File: config.mk
export PLATFORM = sky130hd
export DESIGN_NAME = tbs_serializer
export DESIGN_NICKNAME = d
export VERILOG_FILES = /design/src/rtl/tbs_pkg.sv /design/src/rtl/tbs_pin_sync.sv /design/src/rtl/tbs_serializer.sv
export SDC_FILE = /design/constraint.sdc
export NUM_CORES = 1
export LEC_CHECK = 0
export BUFFER_PORTS_ARGS = -buffer_cell sky130_fd_sc_hd__buf_2
export CAP_MARGIN = 20
export CORE_MARGIN = 2
export CORE_UTILIZATION = 53
export CTS_CLUSTER_DIAMETER = 50
export DETAILED_ROUTE_END_ITERATION = 10
export GPL_TIMING_DRIVEN = 0
export MAX_ROUTING_LAYER = met4
export PLACE_DENSITY = 0.8
export SKIP_LAST_GASP = 1
export SYNTH_ARGS = -nofsm -noshare
export SYNTH_HDL_FRONTEND = slang
export SYNTH_SLANG_ARGS = --single-unit
File: constraint.sdc
create_clock -name pclk -period 2.45 [get_ports pclk]
set_input_delay 0.3675 -clock pclk [delete_from_list [all_inputs] [get_ports pclk]]
set_output_delay 0.3675 -clock pclk [all_outputs]
set_load 0.01 [all_outputs]
File: src/rtl/tbs_pkg.sv
package tbs_pkg;

    // Word and frame geometry.
    localparam int TBS_WORD_W  = 10;
    localparam int TBS_FRAME_W = 12;
    localparam int TBS_PIN_W   = 16;

    // Throughput figures; the payload rate is word width times the top transmit clock.
    localparam int TBS_TOP_TX_MHZ      = 66;
    localparam int TBS_TOP_RATE_MBPS   = 660;
    localparam int TBS_PAYLOAD_BITS    = TBS_TOP_RATE_MBPS / TBS_TOP_TX_MHZ;

    // Embedded clock bits framing each word.
    localparam logic TBS_CLK_BIT_START = 1'b1;
    localparam logic TBS_CLK_BIT_STOP  = 1'b0;

    // Synchronization symbol payload, a single long run of ones then zeros.
    localparam logic [TBS_WORD_W-1:0] TBS_SYNC_PATTERN = 10'h3E0;

    // PLL settle window in transmit clock periods; the block waits 511, the midpoint rounded down.
    localparam int TBS_SETTLE_MIN_PERIODS = 510;
    localparam int TBS_SETTLE_MAX_PERIODS = 513;
    localparam logic [9:0] TBS_SETTLE_PERIODS =
        10'((TBS_SETTLE_MIN_PERIODS + TBS_SETTLE_MAX_PERIODS) / 2);

    // Least number of synchronization symbols per request.
    localparam logic [10:0] TBS_SYNC_MIN_SYMBOLS = 11'h400;

    // Register byte offsets.
    localparam logic [11:0] TBS_CTRL_OFS   = 12'h000;
    localparam logic [11:0] TBS_STATUS_OFS = 12'h004;
    localparam logic [11:0] TBS_SYNCCNT_OFS = 12'h008;
    localparam logic [11:0] TBS_WORD_OFS   = 12'h00C;

    // Control register fields and reset value.
    localparam int TBS_CTRL_SYNC_BIT  = 0;
    localparam int TBS_CTRL_DRIVE_BIT = 1;
    localparam logic [1:0] TBS_CTRL_RST = 2'h2;

    // Status register fields.
    localparam int TBS_ST_LOCKED_BIT = 0;
    localparam int TBS_ST_SYNC_BIT   = 1;
    localparam int TBS_ST_SLEEP_BIT  = 2;
    localparam int TBS_ST_DRIVE_BIT  = 3;

    // Pin bundle positions inside the synchronizer vector.
    localparam int TBS_PIN_TXCLK = 10;
    localparam int TBS_PIN_EDGE  = 11;
    localparam int TBS_PIN_RQA   = 12;
    localparam int TBS_PIN_RQB   = 13;
    localparam int TBS_PIN_DRIVE = 14;
    localparam int TBS_PIN_AWAKE = 15;

    // Link states, Gray coded along sleep, locking, sync, data.
    typedef enum logic [1:0] {
        TBS_SLEEP   = 2'h2,
        TBS_LOCKING = 2'h0,
        TBS_SYNC    = 2'h1,
        TBS_DATA    = 2'h3
    } tbs_state_t;

endpackage

File: src/rtl/tbs_pin_sync.sv
`timescale 1ns/1ps
module tbs_pin_sync #(
    parameter int W = 16
) (
    // Clock, reset and enable.
    input  wire logic         pclk,
    input  wire logic         presetn,
    input  wire logic         pclken,
    // Raw pins and their synchronized forms.
    input  wire logic [W-1:0] pin_raw,
    output logic      [W-1:0] pin_sync,
    output logic      [W-1:0] pin_rise,
    output logic      [W-1:0] pin_fall
);

    logic [W-1:0] stage_one;
    logic [W-1:0] pin_prev;

    // Two flip-flops guard against metastability; only the second one is looked at.
    always_ff @(posedge pclk or negedge presetn)
    begin
        if (!presetn)
        begin
            stage_one <= '0;
            pin_sync  <= '0;
            pin_prev  <= '0;
        end
        else if (pclken)
        begin
            stage_one <= pin_raw;
            pin_sync  <= stage_one;
            pin_prev  <= pin_sync;
        end
    end

    // Edges compare the settled value with its previous copy.
    assign pin_rise = pin_sync & ~pin_prev;
    assign pin_fall = ~pin_sync & pin_prev;

endmodule // tbs_pin_sync

File: src/rtl/tbs_serializer.sv
// The register offsets and the APB register port were left to the implementer.
`timescale 1ns/1ps
// Operation
// - every transmit period one input word leaves as a frame with two clock bits.
// - payload is ten bits per word, up to 660 Mbps at top clock.
// - after power-up or sleep wait 510 to 513 transmit periods before valid frames.
// - either resync request input high sends sync symbols instead of data.
// - both ends reach phase lock by data lock or sync symbols first.
// - floating the output loses receiver lock; resync before data resumes.
// - capture on rising transmit clock edge if select high, else falling.
// - a sync request sends at least 1024 symbols, more while it stays high.
// - drive enable low floats the output; high resumes the previous state.
// - sleep request low stops the PLL and floats outputs; high reinitializes.
module tbs_serializer
    import tbs_pkg::*;
(
    // Clock, reset and enable.
    input  wire logic                   pclk,
    input  wire logic                   presetn,
    input  wire logic                   pclken,
    // APB slave.
    input  wire logic                   psel,
    input  wire logic                   penable,
    input  wire logic                   pwrite,
    input  wire logic [11:0]            paddr,
    input  wire logic [31:0]            pwdata,
    output logic      [31:0]            prdata,
    output logic                        pready,
    output logic                        pslverr,
    // Parallel side pins.
    input  wire logic [TBS_WORD_W-1:0]  data_in,
    input  wire logic                   transmit_clock,
    input  wire logic                   capture_edge_select,
    input  wire logic                   resync_request_a,
    input  wire logic                   resync_request_b,
    input  wire logic                   output_drive_enable,
    input  wire logic                   sleep_request_n,
    // Frame handed to the line driver.
    output logic      [TBS_FRAME_W-1:0] link_frame,
    output logic                        link_frame_strobe,
    output logic                        link_drive_en
);

    // Synchronized pins.
    logic [TBS_PIN_W-1:0] pin_raw;
    logic [TBS_PIN_W-1:0] pin_sync;
    logic [TBS_PIN_W-1:0] pin_rise;
    logic [TBS_PIN_W-1:0] pin_fall;

    // Link state.
    tbs_state_t             state;
    tbs_state_t             next_state;
    logic [9:0]             settle_cnt;
    logic [10:0]            sync_cnt;
    logic [TBS_WORD_W-1:0]  last_word;

    // Software control.
    logic [1:0]             ctrl;

    // Builds one line frame with its embedded clock bits.
    function automatic logic [TBS_FRAME_W-1:0] make_frame(input logic [TBS_WORD_W-1:0] w);
        make_frame = {TBS_CLK_BIT_START, w, TBS_CLK_BIT_STOP};
    endfunction

    // Every pin crosses into the pclk domain before any logic reads it.
    assign pin_raw = {sleep_request_n, output_drive_enable, resync_request_b,
                      resync_request_a, capture_edge_select, transmit_clock, data_in};

    tbs_pin_sync #(
        .W       (TBS_PIN_W)
    ) u_pin_sync (
        .pclk     (pclk),
        .presetn  (presetn),
        .pclken   (pclken),
        .pin_raw  (pin_raw),
        .pin_sync (pin_sync),
        .pin_rise (pin_rise),
        .pin_fall (pin_fall)
    );

    // Pin levels and transmit clock events after synchronization.
    wire [TBS_WORD_W-1:0] word_s   = pin_sync[TBS_WORD_W-1:0];
    wire                  edge_sel = pin_sync[TBS_PIN_EDGE];
    wire                  tx_rise  = pin_rise[TBS_PIN_TXCLK];
    wire                  tx_fall  = pin_fall[TBS_PIN_TXCLK];
    wire                  drive_s  = pin_sync[TBS_PIN_DRIVE];
    wire                  awake_s  = pin_sync[TBS_PIN_AWAKE];

    // The data bits share the clock's synchronizer depth, so they are stable at its edge.
    wire capture_edge = edge_sel ? tx_rise : tx_fall;

    // Either pin, or the software bit, asks for sync symbols.
    wire sync_req = pin_sync[TBS_PIN_RQA] | pin_sync[TBS_PIN_RQB]
                    | ctrl[TBS_CTRL_SYNC_BIT];

    // Decoded state conditions.
    wire settle_done = tx_rise && (settle_cnt == TBS_SETTLE_PERIODS - 10'h001);
    wire sync_spent  = (sync_cnt >= TBS_SYNC_MIN_SYMBOLS);
    wire emitting    = (state == TBS_SYNC) || (state == TBS_DATA);

    // Next state; losing the sleep input wins over every other transition.
    always_comb
    begin
        next_state = state;
        if (!awake_s)
        begin
            next_state = TBS_SLEEP;
        end
        else
        begin
            case (state)
                TBS_SLEEP:
                begin
                    next_state = TBS_LOCKING;
                end
                TBS_LOCKING:
                begin
                    if (settle_done)
                    begin
                        next_state = sync_req ? TBS_SYNC : TBS_DATA;
                    end
                end
                TBS_DATA:
                begin
                    if (sync_req)
                    begin
                        next_state = TBS_SYNC;
                    end
                end
                TBS_SYNC:
                begin
                    if (!sync_req && sync_spent)
                    begin
                        next_state = TBS_DATA;
                    end
                end
                default:
                begin
                    next_state = TBS_SLEEP;
                end
            endcase
        end
    end

    // State register; drive enable does not touch it, so a floated link resumes as it was.
    always_ff @(posedge pclk or negedge presetn)
    begin
        if (!presetn)
        begin
            state <= TBS_SLEEP;
        end
        else if (pclken)
        begin
            state <= next_state;
        end
    end

    // Settle counter runs in transmit periods while locking and restarts on every wake.
    always_ff @(posedge pclk or negedge presetn)
    begin
        if (!presetn)
        begin
            settle_cnt <= 10'h000;
        end
        else if (pclken)
        begin
            if (state != TBS_LOCKING)
            begin
                settle_cnt <= 10'h000;
            end
            else if (tx_rise)
            begin
                settle_cnt <= settle_cnt + 10'h001;
            end
        end
    end

    // Sync symbols are counted per request and saturate once the minimum is met.
    always_ff @(posedge pclk or negedge presetn)
    begin
        if (!presetn)
        begin
            sync_cnt <= 11'h000;
        end
        else if (pclken)
        begin
            if (state != TBS_SYNC)
            begin
                sync_cnt <= 11'h000;
            end
            else if (capture_edge && !sync_spent)
            begin
                sync_cnt <= sync_cnt + 11'h001;
            end
        end
    end

    // One frame per capture edge; nothing valid leaves before the PLL has settled.
    always_ff @(posedge pclk or negedge presetn)
    begin
        if (!presetn)
        begin
            link_frame        <= '0;
            link_frame_strobe <= 1'b0;
            last_word         <= '0;
        end
        else if (pclken)
        begin
            link_frame_strobe <= capture_edge && emitting;
            if (capture_edge && (state == TBS_DATA))
            begin
                link_frame <= make_frame(word_s);
                last_word  <= word_s;
            end
            else if (capture_edge && (state == TBS_SYNC))
            begin
                link_frame <= make_frame(TBS_SYNC_PATTERN);
            end
        end
    end

    // The line floats in sleep, while settling, or when either enable is low.
    // Floating costs the receiver its lock; its indicator then requests resync.
    always_ff @(posedge pclk or negedge presetn)
    begin
        if (!presetn)
        begin
            link_drive_en <= 1'b0;
        end
        else if (pclken)
        begin
            link_drive_en <= drive_s && ctrl[TBS_CTRL_DRIVE_BIT] && emitting;
        end
    end

    // APB decode; pready is registered, so every access has one wait state.
    wire access   = psel && penable;
    wire commit   = access && pready;
    wire hit_ctrl = (paddr == TBS_CTRL_OFS);
    wire hit_stat = (paddr == TBS_STATUS_OFS);
    wire hit_sync = (paddr == TBS_SYNCCNT_OFS);
    wire hit_word = (paddr == TBS_WORD_OFS);
    wire hit_any  = hit_ctrl || hit_stat || hit_sync || hit_word;

    // Read data selection; unmapped addresses read as zero.
    logic [31:0] rd_mux;
    always_comb
    begin
        rd_mux = 32'h0000_0000;
        if (hit_ctrl)
        begin
            rd_mux[1:0] = ctrl;
        end
        else if (hit_stat)
        begin
            rd_mux[TBS_ST_LOCKED_BIT] = emitting;
            rd_mux[TBS_ST_SYNC_BIT]   = (state == TBS_SYNC);
            rd_mux[TBS_ST_SLEEP_BIT]  = (state == TBS_SLEEP);
            rd_mux[TBS_ST_DRIVE_BIT]  = link_drive_en;
        end
        else if (hit_sync)
        begin
            rd_mux[10:0] = sync_cnt;
        end
        else if (hit_word)
        begin
            rd_mux[TBS_WORD_W-1:0] = last_word;
        end
    end

    // Bus answer registers; the answer lands one cycle into the access phase.
    always_ff @(posedge pclk or negedge presetn)
    begin
        if (!presetn)
        begin
            pready  <= 1'b0;
            pslverr <= 1'b0;
            prdata  <= 32'h0000_0000;
        end
        else if (pclken)
        begin
            pready  <= access && !pready;
            pslverr <= access && !pready && !hit_any;
            prdata  <= (access && !pready && !pwrite) ? rd_mux : 32'h0000_0000;
        end
    end

    // Control register takes writes only at the completing edge.
    always_ff @(posedge pclk or negedge presetn)
    begin
        if (!presetn)
        begin
            ctrl <= TBS_CTRL_RST;
        end
        else if (pclken)
        begin
            if (commit && pwrite && hit_ctrl)
            begin
                ctrl <= pwdata[1:0];
            end
        end
    end

endmodule // tbs_serializer
## Yosys cells after proc, flatten, opt, wreduce, memory -nomap -nowiden

Index checks and enable logic that the tools add are counted.

- Flip-flop bits (word level): 126
- Bits of input ports: 66
- Output and inout port bits: 48
- Word-level logic and storage cells: 91

- Add/subtract/negate cells: 2
- Order comparisons: 1
- Equal/unequal tests: 11
- Muxes and demuxes: 21
- Bitwise gates (word level): 6
- Reductions and logical operators: 36

Operators by type and width:

| kind | count |
|---|---|
| two-way mux 10 bit | 4 |
| two-way mux 11 bit | 3 |
| == test 12 x 4 -> 1 bit (second input constant) | 2 |
| two-way mux 12 bit | 2 |
| bitwise AND 11 bit | 2 |
| inverter 11 bit | 2 |
| logical AND 1 bit | 15 |
| == test 12 x 3 -> 1 bit (second input constant) | 1 |
| logical NOT 12 bit | 1 |
| two-way mux 2 bit | 6 |
| adder 11 x 1 -> 11 bit (second input constant) | 1 |
| greater-or-equal comparator 11 bit (second input constant) | 1 |
| adder 10 x 1 -> 10 bit (second input constant) | 1 |
| == test 10 x 9 -> 1 bit (second input constant) | 1 |
| AND reduction 2 bit | 5 |
| two-way mux 9 bit | 1 |
| inequality test 3 bit (second input constant) | 3 |
| case mux 2 bit (4 select lines) | 1 |
| nonzero test 2 bit | 4 |
| two-way mux 7 bit | 1 |
| logical NOT 1 bit | 5 |
| == test 2 bit (second input constant) | 2 |
| logical OR 1 bit | 4 |
| two-way mux 4 bit | 1 |
| 6 further kinds | 8 |

## Longest topological paths before layout

Gate-level depths: netlist of the first run.

- Depth after elaboration: 7
- Depth in mapped cells: 7
- Mapped depth without buffers: 6

## Cells and area by module

A second synthesis of the first run with hierarchy kept.

- Cell total of the unflattened synthesis: 444
- Area, all modules: 5131.2 µm²

Modules (own cells, without submodules):

| module | times used | cells an instance | area each (µm²) | sequential area each (µm²) |
|---|---|---|---|---|
| tbs_serializer | 1 | 311 | 3070.4 | 1529.0 |
| tbs_pin_sync | 1 | 133 | 2060.7 | 1201.2 |

## Least setup slack after synthesis of the first run

Ideal clock, no wire load.

- Path type: reg-to-reg
- Start point: reg u_pin_sync.pin_sync[10]
- End point: reg last_word[4]
- Setup time: 125 ps
- Data arrival time: 1807 ps
- Required time: 2325 ps
- Path slack: 518 ps
- Cell stages (with the launch flop): 8
- Buffers on the path: 3
- Period minus slack after synthesis: 1932 ps
- Cells stage by stage: dfrtp_1 or3b_1 buf_6 a21oi_1 and2_1 buf_2 buf_4 mux2_2

- Cells in the longest elaborated chain, start to end: 5
- Elaborated cells between the ends (all ways): 6
- Those cells by class: 1 x mux; 3 x bitwise; 2 x reduce/logical

Ends and longest elaborated chain:

| element | RTL line | source |
|---|---|---|
| start, declared | tbs_pin_sync.sv:11 | `output logic [W-1:0] pin_sync,` |
| start signal, assigned | tbs_pin_sync.sv:31 | `pin_sync <= stage_one;` |
| inverter 11 bit | tbs_pin_sync.sv:38 | `assign pin_fall = ~pin_sync & pin_prev;` |
| bitwise AND 11 bit | tbs_pin_sync.sv:38 |  |
| two-way mux 1 bit (*) | tbs_serializer.sv:90 | `wire capture_edge = edge_sel ? tx_rise : tx_fall;` |
| logical AND 1 bit (*) | tbs_serializer.sv:210 | `if (capture_edge && (state == TBS_DATA))` |
| AND reduction 2 bit (no line) (*) | - |  |
| end signal, assigned | tbs_serializer.sv:213 | `last_word <= word_s;` |
| end, declared | tbs_serializer.sv:55 | `logic [TBS_WORD_W-1:0] last_word;` |

Mark *: on every way between the ends. The rest lies on a longest branch, timed or not.
A chain may end at the register's enable or synchronous reset.

## Worst setup path in the final report of the first run

- Start point: reg u_pin_sync.pin_sync[10]
- End point: reg last_word[6]

The elaborated chain is that of the path after synthesis.

==> results of run 1 <==
==> state kept, by name, indices dropped and copies added, names as in the netlist <==
signal and count:
u_pin_sync.pin_prev 1, link_drive_en 1, u_pin_sync.pin_sync 16, link_frame_strobe 1
u_pin_sync.stage_one 16, pslverr 1, pready 1, sync_cnt 11
state 2, last_word 10, ctrl 2, settle_cnt 10
prdata 11, link_frame 11
==> timing repair <==
item	in CTS	in global routing
hold buffers	1	0
buffers inserted	0	0
hold endpoints to repair	35	0
==> power by group through the flow <==
stage                     Clock [W]  Sequential [W]  Combinational [W]
final                       0.00110         0.00176           0.000445
after global routing        0.00118         0.00178           0.000500
after CTS                   0.00111         0.00176           0.000448
after detailed placement          0         0.00179           0.000445
after global placement            0         0.00178           0.000421
after floorplan                   0         0.00177           0.000279
==> per-stage QoR <==
stage | instances | total power (W)
2_1_floorplan | 414 | 0.00205
5_1_grt | 595 | 0.00346
3_5_place_dp | 578 | 0.00223
4_1_cts | 595 | 0.00332
3_3_place_gp | 577 | 0.00220
6_report | 595 | 0.00331
==> how the worst min path moves through the flow <==
stage               depth (start not counted)                 endpoint  slack [ns]            from
finish                                      2  u_pin_sync.stage_one[0]        0.24      data_in[0]
global route                                2                  ctrl[1]        0.23       pwdata[1]
CTS                                         2  u_pin_sync.stage_one[0]        0.23      data_in[0]
detailed placement                          1  u_pin_sync.stage_one[0]        0.37         presetn
global placement                            1           link_frame[11]        0.45  link_frame[11]
floorplan                                   0                  ctrl[0]        0.07         presetn
==> layout make-up <==
class / instances / area [µm²] / share of cell area [%]
tap: 102 / 128 / 2.50
timing repair buffer: 63 / 345 / 6.76
inverter: 29 / 109 / 2.13
sequential: 94 / 2350 / 46.1
clock inverter: 4 / 52.6 / 1.03
clock buffer: 12 / 165 / 3.23
buffer: 41 / 251 / 4.93
multi-input combinational: 250 / 1700 / 33.3
==> cells by family after synthesis <==
kind of cell             after synthesis  share of synthesized area [%]
AO/OA/AOI/OAI                         74                           11.3
XOR/XNOR                               9                           1.82
adder cells (fa/ha/maj)                4                           1.10
buffers and inverters                 70                           8.31
flip-flops                            94                           54.3
multiplexers                          47                           12.0
other                                  1                         0.0865
AND/OR/NAND/NOR                       94                           11.1
==> critical path, cell delays in order (launching register included) <==
cell     delay (ns)
dfrtp_1        0.44
or3b_1         0.41
buf_6          0.15
a21oi_1        0.21
and2_1         0.15
buf_2          0.17
buf_4          0.22
mux2_2         0.35
==> cell usage in the layout (no fill, tap or decap), types with 3 or more instances in the layout <==
| cell type | synthesis | final |
|---|---|---|
| a2111oi_0 | 3 | 3 |
| a211oi_1 | 4 | 4 |
| a21oi_1 | 11 | 11 |
| a22o_1 | 6 | 6 |
| a22oi_1 | 3 | 3 |
| a31oi_1 | 6 | 6 |
| and3_1 | 4 | 4 |
| buf_1 | 4 | 4 |
| buf_2 | 3 | 63 |
| buf_4 | 23 | 24 |
| clkbuf_1 | 10 | 10 |
| clkbuf_8 | 0 | 12 |
| conb_1 | 1 | 22 |
| dfrtp_1 | 92 | 92 |
| ha_1 | 3 | 3 |
| inv_1 | 29 | 29 |
| mux2_2 | 39 | 39 |
| mux2i_1 | 8 | 8 |
| nand2_1 | 22 | 22 |
| nand2b_1 | 5 | 5 |
| nand3_1 | 10 | 10 |
| nand4_1 | 6 | 6 |
| nand4b_1 | 3 | 3 |
| nor2_1 | 23 | 23 |
| nor2b_1 | 3 | 3 |
| nor4_1 | 3 | 3 |
| o211ai_1 | 3 | 3 |
| o21ai_0 | 16 | 16 |
| o22ai_1 | 11 | 11 |
| o32ai_1 | 3 | 3 |
| or3_1 | 4 | 4 |
| or4_1 | 3 | 3 |
| xnor2_1 | 9 | 9 |
==> metal layers <==
| layer | global-route usage (%) | part of all wire (%) | vias to the layer above |
|---|---|---|---|
| met5 | - | 0 | - |
| met4 | 7.49 | 1.6 | 0 |
| met3 | 3.91 | 4.6 | 14 |
| met2 | 35.0 | 49 | 91 |
| met1 | 30.7 | 44 | 1589 |
| li1 | - | - | 1527 |
==> impl_metrics.json, run 1 <==
{
  "ys_top_cells_by_area": "dfrtp_1 53%, mux2_2 10%, buf_4 4.0%, inv_1 2.5%, nor2_1 2.0%",
  "cts_sinks": 94,
  "via_per_inst": 5.41,
  "routedWlPerCell_um": 15.2,
  "crit_type": "reg2reg",
  "io_pins": 114,
  "seqPwrFrac_pct": 53.2,
  "cts_tree": "done",
  "post-route-util_pct": 65.4,
  "grt_pass1_vias": 3113,
  "yosysMostFrequentCell": "dfrtp_1",
  "drive_gt1_share_pct": 30.2,
  "p_leak_nw": 2.43,
  "yosysTopAreaCell": "dfrtp_1",
  "root_buffer": "clkbuf_8",
  "hold_slack_ns": 0.239,
  "max_freq_mhz": 452,
  "fill_cells": 597,
  "drc": 0,
  "cts_buffers": 9,
  "cp-start-kind": "flip-flop",
  "cp.required_ns": 2.70,
  "wl_um": 9060,
  "chipHeight_um": 94.5,
  "fp-row-count": 32,
  "clk_latency_ns": 0.36,
  "period_share_pct": 90.2,
  "synthesis.instances": 393,
  "h-tree-depth": 3,
  "grt_overflow": 0,
  "hold_violations": 0,
  "hp-class": "in2reg",
  "reg2reg_depth": 7,
  "ff2ff_setup_slack_ns": 0.24,
  "slew_headroom_pct": 56.3,
  "cp-end-kind": "flip-flop",
  "irDropWorstVdd_uv": 444,
  "synth_seq_cells": 94,
  "dp_slack_ns": 0.272,
  "cp_max_fo": 10,
  "stdcell_area_um2": 5110,
  "synth_area_um2": 4340,
  "internal_power_w": 0.00243,
  "crit_start": "u_pin_sync.pin_sync[10]",
  "synth_cell_types": 48,
  "outcome": "completed",
  "grt_max_degree": 59,
  "r2r-start": "u_pin_sync.pin_sync[10]",
  "vias": 3221,
  "drtAntennaViolNets": 0,
  "dpl-instance-area_um2": 4880,
  "ys.warnings.count": 0,
  "antenna_found_initial": 0,
  "coreArea_um2": 7810,
  "finalSetupTns_ns": 0,
  "rsz0062_at_grt": "no",
  "grt_pass1_wl_um": 15200,
  "p_sw_w": 0.000873,
  "cp-endpoint": "last_word[6]",
  "yosys-top-cells-count": "92 x dfrtp_1, 39 x mux2_2, 29 x inv_1",
  "pwr-share-comb_pct": 13.5,
  "ys.flop_type": "dfrtp_1",
  "async_flop_share_pct": 100,
  "slew_violations": 0,
  "critical_path_arrival_ns": 2.46,
  "p_clk_share_pct": 33.3,
  "place.gp.congestion": 0.821,
  "tightestPinTransition_ns": 0.656,
  "grtUsageTotal_pct": 22.6,
  "worstReg2RegEnd": "last_word[6]",
  "ys_seq_area_share_pct": 54.3,
  "finalSetupViolations": 0,
  "antenna_cells": 0,
  "synth_edf_count": 0,
  "drt_pass1_iterations": 4,
  "drv.max_cap_violation_count": 0,
  "cts_resized": 0,
  "port_buffers": 61,
  "powerDensity_nw_per_um2": 648,
  "clk_pin_slew_ns": 0.09,
  "avgSynthCellArea_um2": 11.0,
  "nNetsFinal": 557,
  "period_needed_ns": 2.21,
  "skew_ns": 0.00715,
  "cts_buffer_depth": 2,
  "drt-initial-drc-count": 239,
  "synth_top_area_share_pct": 53.1,
  "die_w_um": 94.5,
  "initial_core_util_pct": 55.5,
  "die_area_um2": 8920,
  "swShare_pct": 26.4,
  "syn_to_final_growth_pct": 17.7,
  "dp_hpwl_um": 6690,
  "setup_ws_ns": 0.240
}
No activity file was read; power rests on OpenSTA's default activity.
==> inputs of run 2 (changes only) <==
Settings changed: RECOVER_POWER from default to 100, SETUP_SLACK_MARGIN from default to 0.5.
==> run 2 against run 1 <==
Net effect:
- wire length is 4.0% higher
- sequential power about the same
- via count is 1.8% higher
- register-to-register slack better by 0.16 ns
- hold slack barely moved
- combinational power rose by 5.6%
- clock-buffer cell count is the same
- design area is 1.0% higher
- largest cell class unchanged
==> impl_metrics.json, run 2 (same netlist as run 1, synthesis figures left out) <==
{
  "h-tree-depth": 3,
  "crit_path_max_incr_delay_ns": 0.38,
  "port_buffers": 61,
  "chipHeight_um": 94.5,
  "wl_um": 9420,
  "irDropWorstVdd_uv": 446,
  "grt_max_degree": 59,
  "outcome": "completed",
  "post-route-util_pct": 66.1,
  "crit_path_frequent_cell": "clkbuf_1",
  "slew_headroom_pct": 36.0,
  "cp_max_fo": 7,
  "fill_cells": 594,
  "syn_to_final_growth_pct": 18.9,
  "die_area_um2": 8920,
  "finalSetupTns_ns": 0,
  "root_buffer": "clkbuf_8",
  "hold-path-endpoint": "u_pin_sync.stage_one[0]",
  "ff2ff_setup_slack_ns": 0.40,
  "path_depth": 8,
  "crit_chain": "or3b_1 > clkbuf_1 > a21oi_4 > and2_0 > buf_6 > buf_8 > clkbuf_1 > a22o_1",
  "drt_pass1_iterations": 5,
  "antenna_found_initial": 0,
  "worstReg2RegEnd": "link_frame[4]",
  "final_cell_mix": "92 x dfrtp_1, 44 x clkbuf_1, 39 x mux2_2, 33 x buf_2, 29 x inv_1",
  "clk_latency_ns": 0.36,
  "via_per_inst": 5.44,
  "drt-initial-drc-count": 251,
  "drv.max_cap_violation_count": 0,
  "cts_buffers": 9,
  "reg2reg_depth": 8,
  "grtUsageTotal_pct": 22.9,
  "coreArea_um2": 7810,
  "critical_path_arrival_ns": 2.35,
  "nNetsFinal": 565,
  "grt_pass1_wl_um": 15400,
  "multi_input_area_um2": 1730,
  "crit_type": "reg2reg",
  "initial_core_util_pct": 55.5,
  "drive_gt1_share_pct": 25.9,
  "tightestPinTransition_ns": 0.960,
  "grt_pass1_vias": 3162,
  "rsz0062_at_grt": "yes",
  "hold_violations": 0,
  "period_needed_ns": 2.05,
  "cpLargestDelayFamily": "buffers and inverters",
  "r2r-start": "u_pin_sync.pin_sync[10]",
  "min_from": "data_in[0]",
  "die_w_um": 94.5,
  "crit_start": "u_pin_sync.pin_sync[10]",
  "antenna_cells": 0,
  "crit_buf_inv": 4,
  "drtAntennaViolNets": 0,
  "cp.required_ns": 2.75,
  "cts_tree": "done",
  "io_pins": 114,
  "clk_pin_slew_ns": 0.09,
  "fp-row-count": 32,
  "cts_buffer_depth": 2,
  "hold-path-cell-count": 2,
  "finalSetupViolations": 0,
  "slew_violations": 0,
  "period_share_pct": 83.7,
  "final_common_cell": "dfrtp_1",
  "max_freq_mhz": 488,
  "cp-end-kind": "flip-flop",
  "skew_ns": 0.00955,
  "place.gp.congestion": 0.821,
  "total_power_w": 0.00333,
  "cp-start-kind": "flip-flop",
  "crit_slowest_cell": "dfrtp_1",
  "drc": 0,
  "hp-class": "in2reg",
  "cts_sinks": 94,
  "vias": 3280,
  "routedWlPerCell_um": 15.6,
  "dp_hpwl_um": 6690,
  "largestRegisters": "u_pin_sync.pin_sync x16, u_pin_sync.stage_one x16",
  "ff_latch_area_um2": 2350,
  "p_leak_nw": 2.34,
  "grt_overflow": 0,
  "powerDensity_nw_per_um2": 645
}
run 2: cell count changes in the layout (fill, tap and decap cells not counted), moves of 2 or more:
cell / change
and2_0: +2
and2_1: -2
buf_1: -3
buf_2: -30
buf_4: +3
clkbuf_1: +34
clkbuf_4: +2
or4_1: -2
or4_4: +2
run 2: final cells by class:
cell class              count  share of cell area [%]
clock inverters             4                    1.02
flip-flops and latches     94                    45.7
repair buffers             71                    7.08
well taps                 102                    2.47
plain buffers              41                    4.95
multi-input cells         250                    33.5
clock buffers              12                    3.20
inverters                  29                    2.11
run 2: routing by layer:
layer  up-vias  routed length, µm  track usage, %
li1       1541                  -               -
met1      1625               4160            31.1
met2        98               4620            35.3
met3        16                487            3.99
met4         0                152            7.85
met5         -                  0               -
run 2: worst max-delay path by stage:
stage               endpoint  slack, ns
6_report       link_frame[4]       0.40
5_1_grt        link_frame[3]       0.29
4_1_cts             state[0]       0.51
3_5_place_dp    last_word[6]       0.27
3_3_place_gp       prdata[6]       0.19
2_1_floorplan   last_word[4]       0.52
run 2: power by group:
group          switching [W]  internal [W]
Combinational       0.000260      0.000210
Clock               0.000539      0.000560
Sequential         0.0000853       0.00167
run 2: worst reg2reg max path: stages (launching register included):
cell      delay (ns)
dfrtp_1         0.38
or3b_1          0.37
clkbuf_1        0.24
a21oi_4         0.20
and2_0          0.16
buf_6           0.13
buf_8           0.12
clkbuf_1        0.21
a22o_1          0.16
run 2: per-stage QoR:
stage	setup slack (ns)	instance area [µm²]	cells	hold slack (ns)
3_5_place_dp	0.272	4880	578	0.368
5_1_grt	0.287	5160	603	0.225
6_report	0.399	5160	603	0.239
4_1_cts	0.508	5160	600	0.228
2_1_floorplan	0.518	4420	414	0.0719
3_3_place_gp	0.188	4850	577	0.446
run 2: repair_timing:
| item | CTS | global route |
|---|---|---|
| gates resized for setup | 4 | 9 |
| endpoints found under the setup margin | 12 | 9 |
| pin swaps | 0 | 2 |
| hold buffers | 1 | 0 |
| endpoints found under the hold margin | 35 | 0 |
| setup buffers | 5 | 3 |
==> inputs of run 3 (changes only) <==
Settings changed: CORE_UTILIZATION 53 to 48, PLACE_DENSITY 0.8 to 0.77.
Clock period 2.45 ns to 1.8 ns, I/O delays scaled along.
==> run 3 against run 2 <==
Net effect:
- the run now ends with negative setup slack left
- non-clock buffer count is 28 higher
- hold slack worse by 0.11 ns
- via count up 5.6%
- cell count increased by 5.6%
- die area is 10% higher
- design area increased by 14%
- sequential power grew 37%
- worst setup slack lost 0.48 ns
- register-to-register slack worse by 0.48 ns
- clock-buffer cell count is the same
- wire length rose by 14%
==> impl_metrics.json, run 3 (same netlist as run 1, synthesis figures left out) <==
{
  "hp-class": "in2reg",
  "cts_buffers": 9,
  "irDropWorstVdd_uv": 481,
  "syn_to_final_growth_pct": 35.1,
  "drv.max_cap_violation_count": 0,
  "cts_buffer_depth": 2,
  "cp.required_ns": 2.08,
  "io_pins": 114,
  "die_w_um": 99.1,
  "drt-initial-drc-count": 254,
  "antenna_found_initial": 0,
  "hold_violations": 0,
  "cp-end-kind": "flip-flop",
  "slew_headroom_pct": 36.1,
  "drc": 0,
  "dp_hpwl_um": 6580,
  "drive_gt1_share_pct": 45.2,
  "wl_um": 10800,
  "drt_pass1_iterations": 6,
  "largestRegisters": "u_pin_sync.pin_sync x16, u_pin_sync.stage_one x16",
  "via_per_inst": 5.44,
  "routedWlPerCell_um": 16.9,
  "cp-start-kind": "flip-flop",
  "met1_usage_pct": 27.8,
  "place.gp.congestion": 0.810,
  "rsz0062_at_grt": "yes",
  "clk_latency_ns": 0.37,
  "crit_chain": "inv_2 > ha_4 > nand4b_1 > or4_4 > or3b_4 > a22oi_1",
  "fin_cells": 637,
  "fp-row-count": 34,
  "final_common_cell": "dfrtp_1",
  "die_area_um2": 9810,
  "cts_sinks": 94,
  "cts_tree": "done",
  "grtUsageTotal_pct": 22.1,
  "skew_ns": 0.0137,
  "top_usage_layer": "met2",
  "crit_type": "reg2reg",
  "grt_pass1_wl_um": 16600,
  "nNetsFinal": 593,
  "use_met2_pct": 36.7,
  "critical_path_arrival_ns": 2.15,
  "setup_ws_ns": -0.0782,
  "hold_slack_ns": 0.126,
  "final_cell_mix": "92 x dfrtp_1, 57 x buf_2, 51 x buf_4, 29 x mux2_2, 28 x inv_1",
  "drtAntennaViolNets": 0,
  "tightestPinTransition_ns": 0.958,
  "outcome": "complete, but fails checks",
  "clk_pin_slew_ns": 0.10,
  "slew_violations": 0,
  "initial_core_util_pct": 49.7,
  "gr-usage-met3_pct": 3.62,
  "p_leak_nw": 2.71,
  "powerDensity_nw_per_um2": 795,
  "max_freq_mhz": 532,
  "finalSetupViolations": 11,
  "antenna_cells": 0,
  "grt_max_degree": 60,
  "vias": 3465,
  "cp_max_fo": 2,
  "cpLargestDelayFamily": "simple AND/OR/NAND/NOR gates",
  "grt_pass1_vias": 3420,
  "crit_slowest_cell": "or4_4",
  "grt_overflow": 0,
  "chipHeight_um": 99.1,
  "post-route-util_pct": 67.2,
  "total_power_w": 0.00466,
  "stdcell_area_um2": 5860,
  "coreArea_um2": 8720,
  "crit_path_max_incr_delay_ns": 0.45,
  "dpl-instance-area_um2": 5000,
  "period_needed_ns": 1.88,
  "port_buffers": 61,
  "violations": "negative setup slack",
  "root_buffer": "clkbuf_8",
  "h-tree-depth": 3,
  "dpl.cell_count": 584,
  "crit_buf_inv": 1,
  "period_share_pct": 104
}
## run 3: cell count changes in the layout (fill, tap and decap cells not counted), sizes merged
| cell | change |
|---|---|
| clkinvlp | +1 |
| clkbuf | -33 |
| buf | +61 |
| bufinv | -1 |
## run 3: cell type report
cell class	instances	area [µm²]
Clock inverter	4	30.0
Clock buffer	12	155
Fill cell	631	2860
Tap cell	108	135
Buffer	41	315
Timing Repair Buffer	99	687
Sequential cell	94	2350
Inverter	29	109
Multi-Input combinational cell	250	2070
## run 3: routing by layer
layer	part of all wire (%)	wire, µm	up-vias
met3	5.0	535	22
met4	2.1	223	0
met2	52	5610	105
met1	41	4390	1727
li1	-	-	1611
met5	0	0	-
## run 3: worst register-to-register path: stages (launching register included)
cell,delay (ns)
dfrtp_1,0.44
inv_2,0.12
ha_4,0.15
nand4b_1,0.09
or4_4,0.45
or3b_4,0.40
a22oi_1,0.14
## run 3: path summary, 6_finish.rpt
check / start / to / slack, ns / cells past startpoint
worst min-delay path: pwdata[0] / ctrl[0] / 0.13 / 2
min in group asynchronous: presetn / u_pin_sync.stage_one[3] / 0.58 / 2
max in group asynchronous: presetn / state[1] / 0.38 / 3
worst max register to register: settle_cnt[0] / state[0] / -0.08 / 6
worst min register to register: link_frame[11] / link_frame[11] / 0.48 / 1
worst max-delay path: settle_cnt[0] / state[0] / -0.08 / 6
## run 3: report_power, final
group	leakage (nW)	internal (W)	switching (W)	total [W]
clock	0.0930	0.000585	0.000765	0.00135
sequential	1.23	0.00228	0.000130	0.00241
combinational	1.39	0.000445	0.000458	0.000902
total	2.71	0.00331	0.00135	0.00466
## run 3: what timing repair did
| action | 4_1_cts | 5_1_grt |
|---|---|---|
| setup endpoints to repair | 66 | 83 |
| hold buffers | 1 | 0 |
| setup buffers | 22 | 12 |
| resized for setup | 51 | 31 |
| hold endpoints to repair | 34 | 0 |
| cloned | 1 | 1 |
| pin swaps | 19 | 15 |
## run 3: through the flow
stage,setup TNS [ns],setup slack [ns]
global route,-1.10,-0.0961
global placement,-36.90,-0.397
finish,-0.330,-0.0782
floorplan,-0.0674,-0.0135
CTS,-0.155,-0.0327
detailed placement,-1.31,-0.177
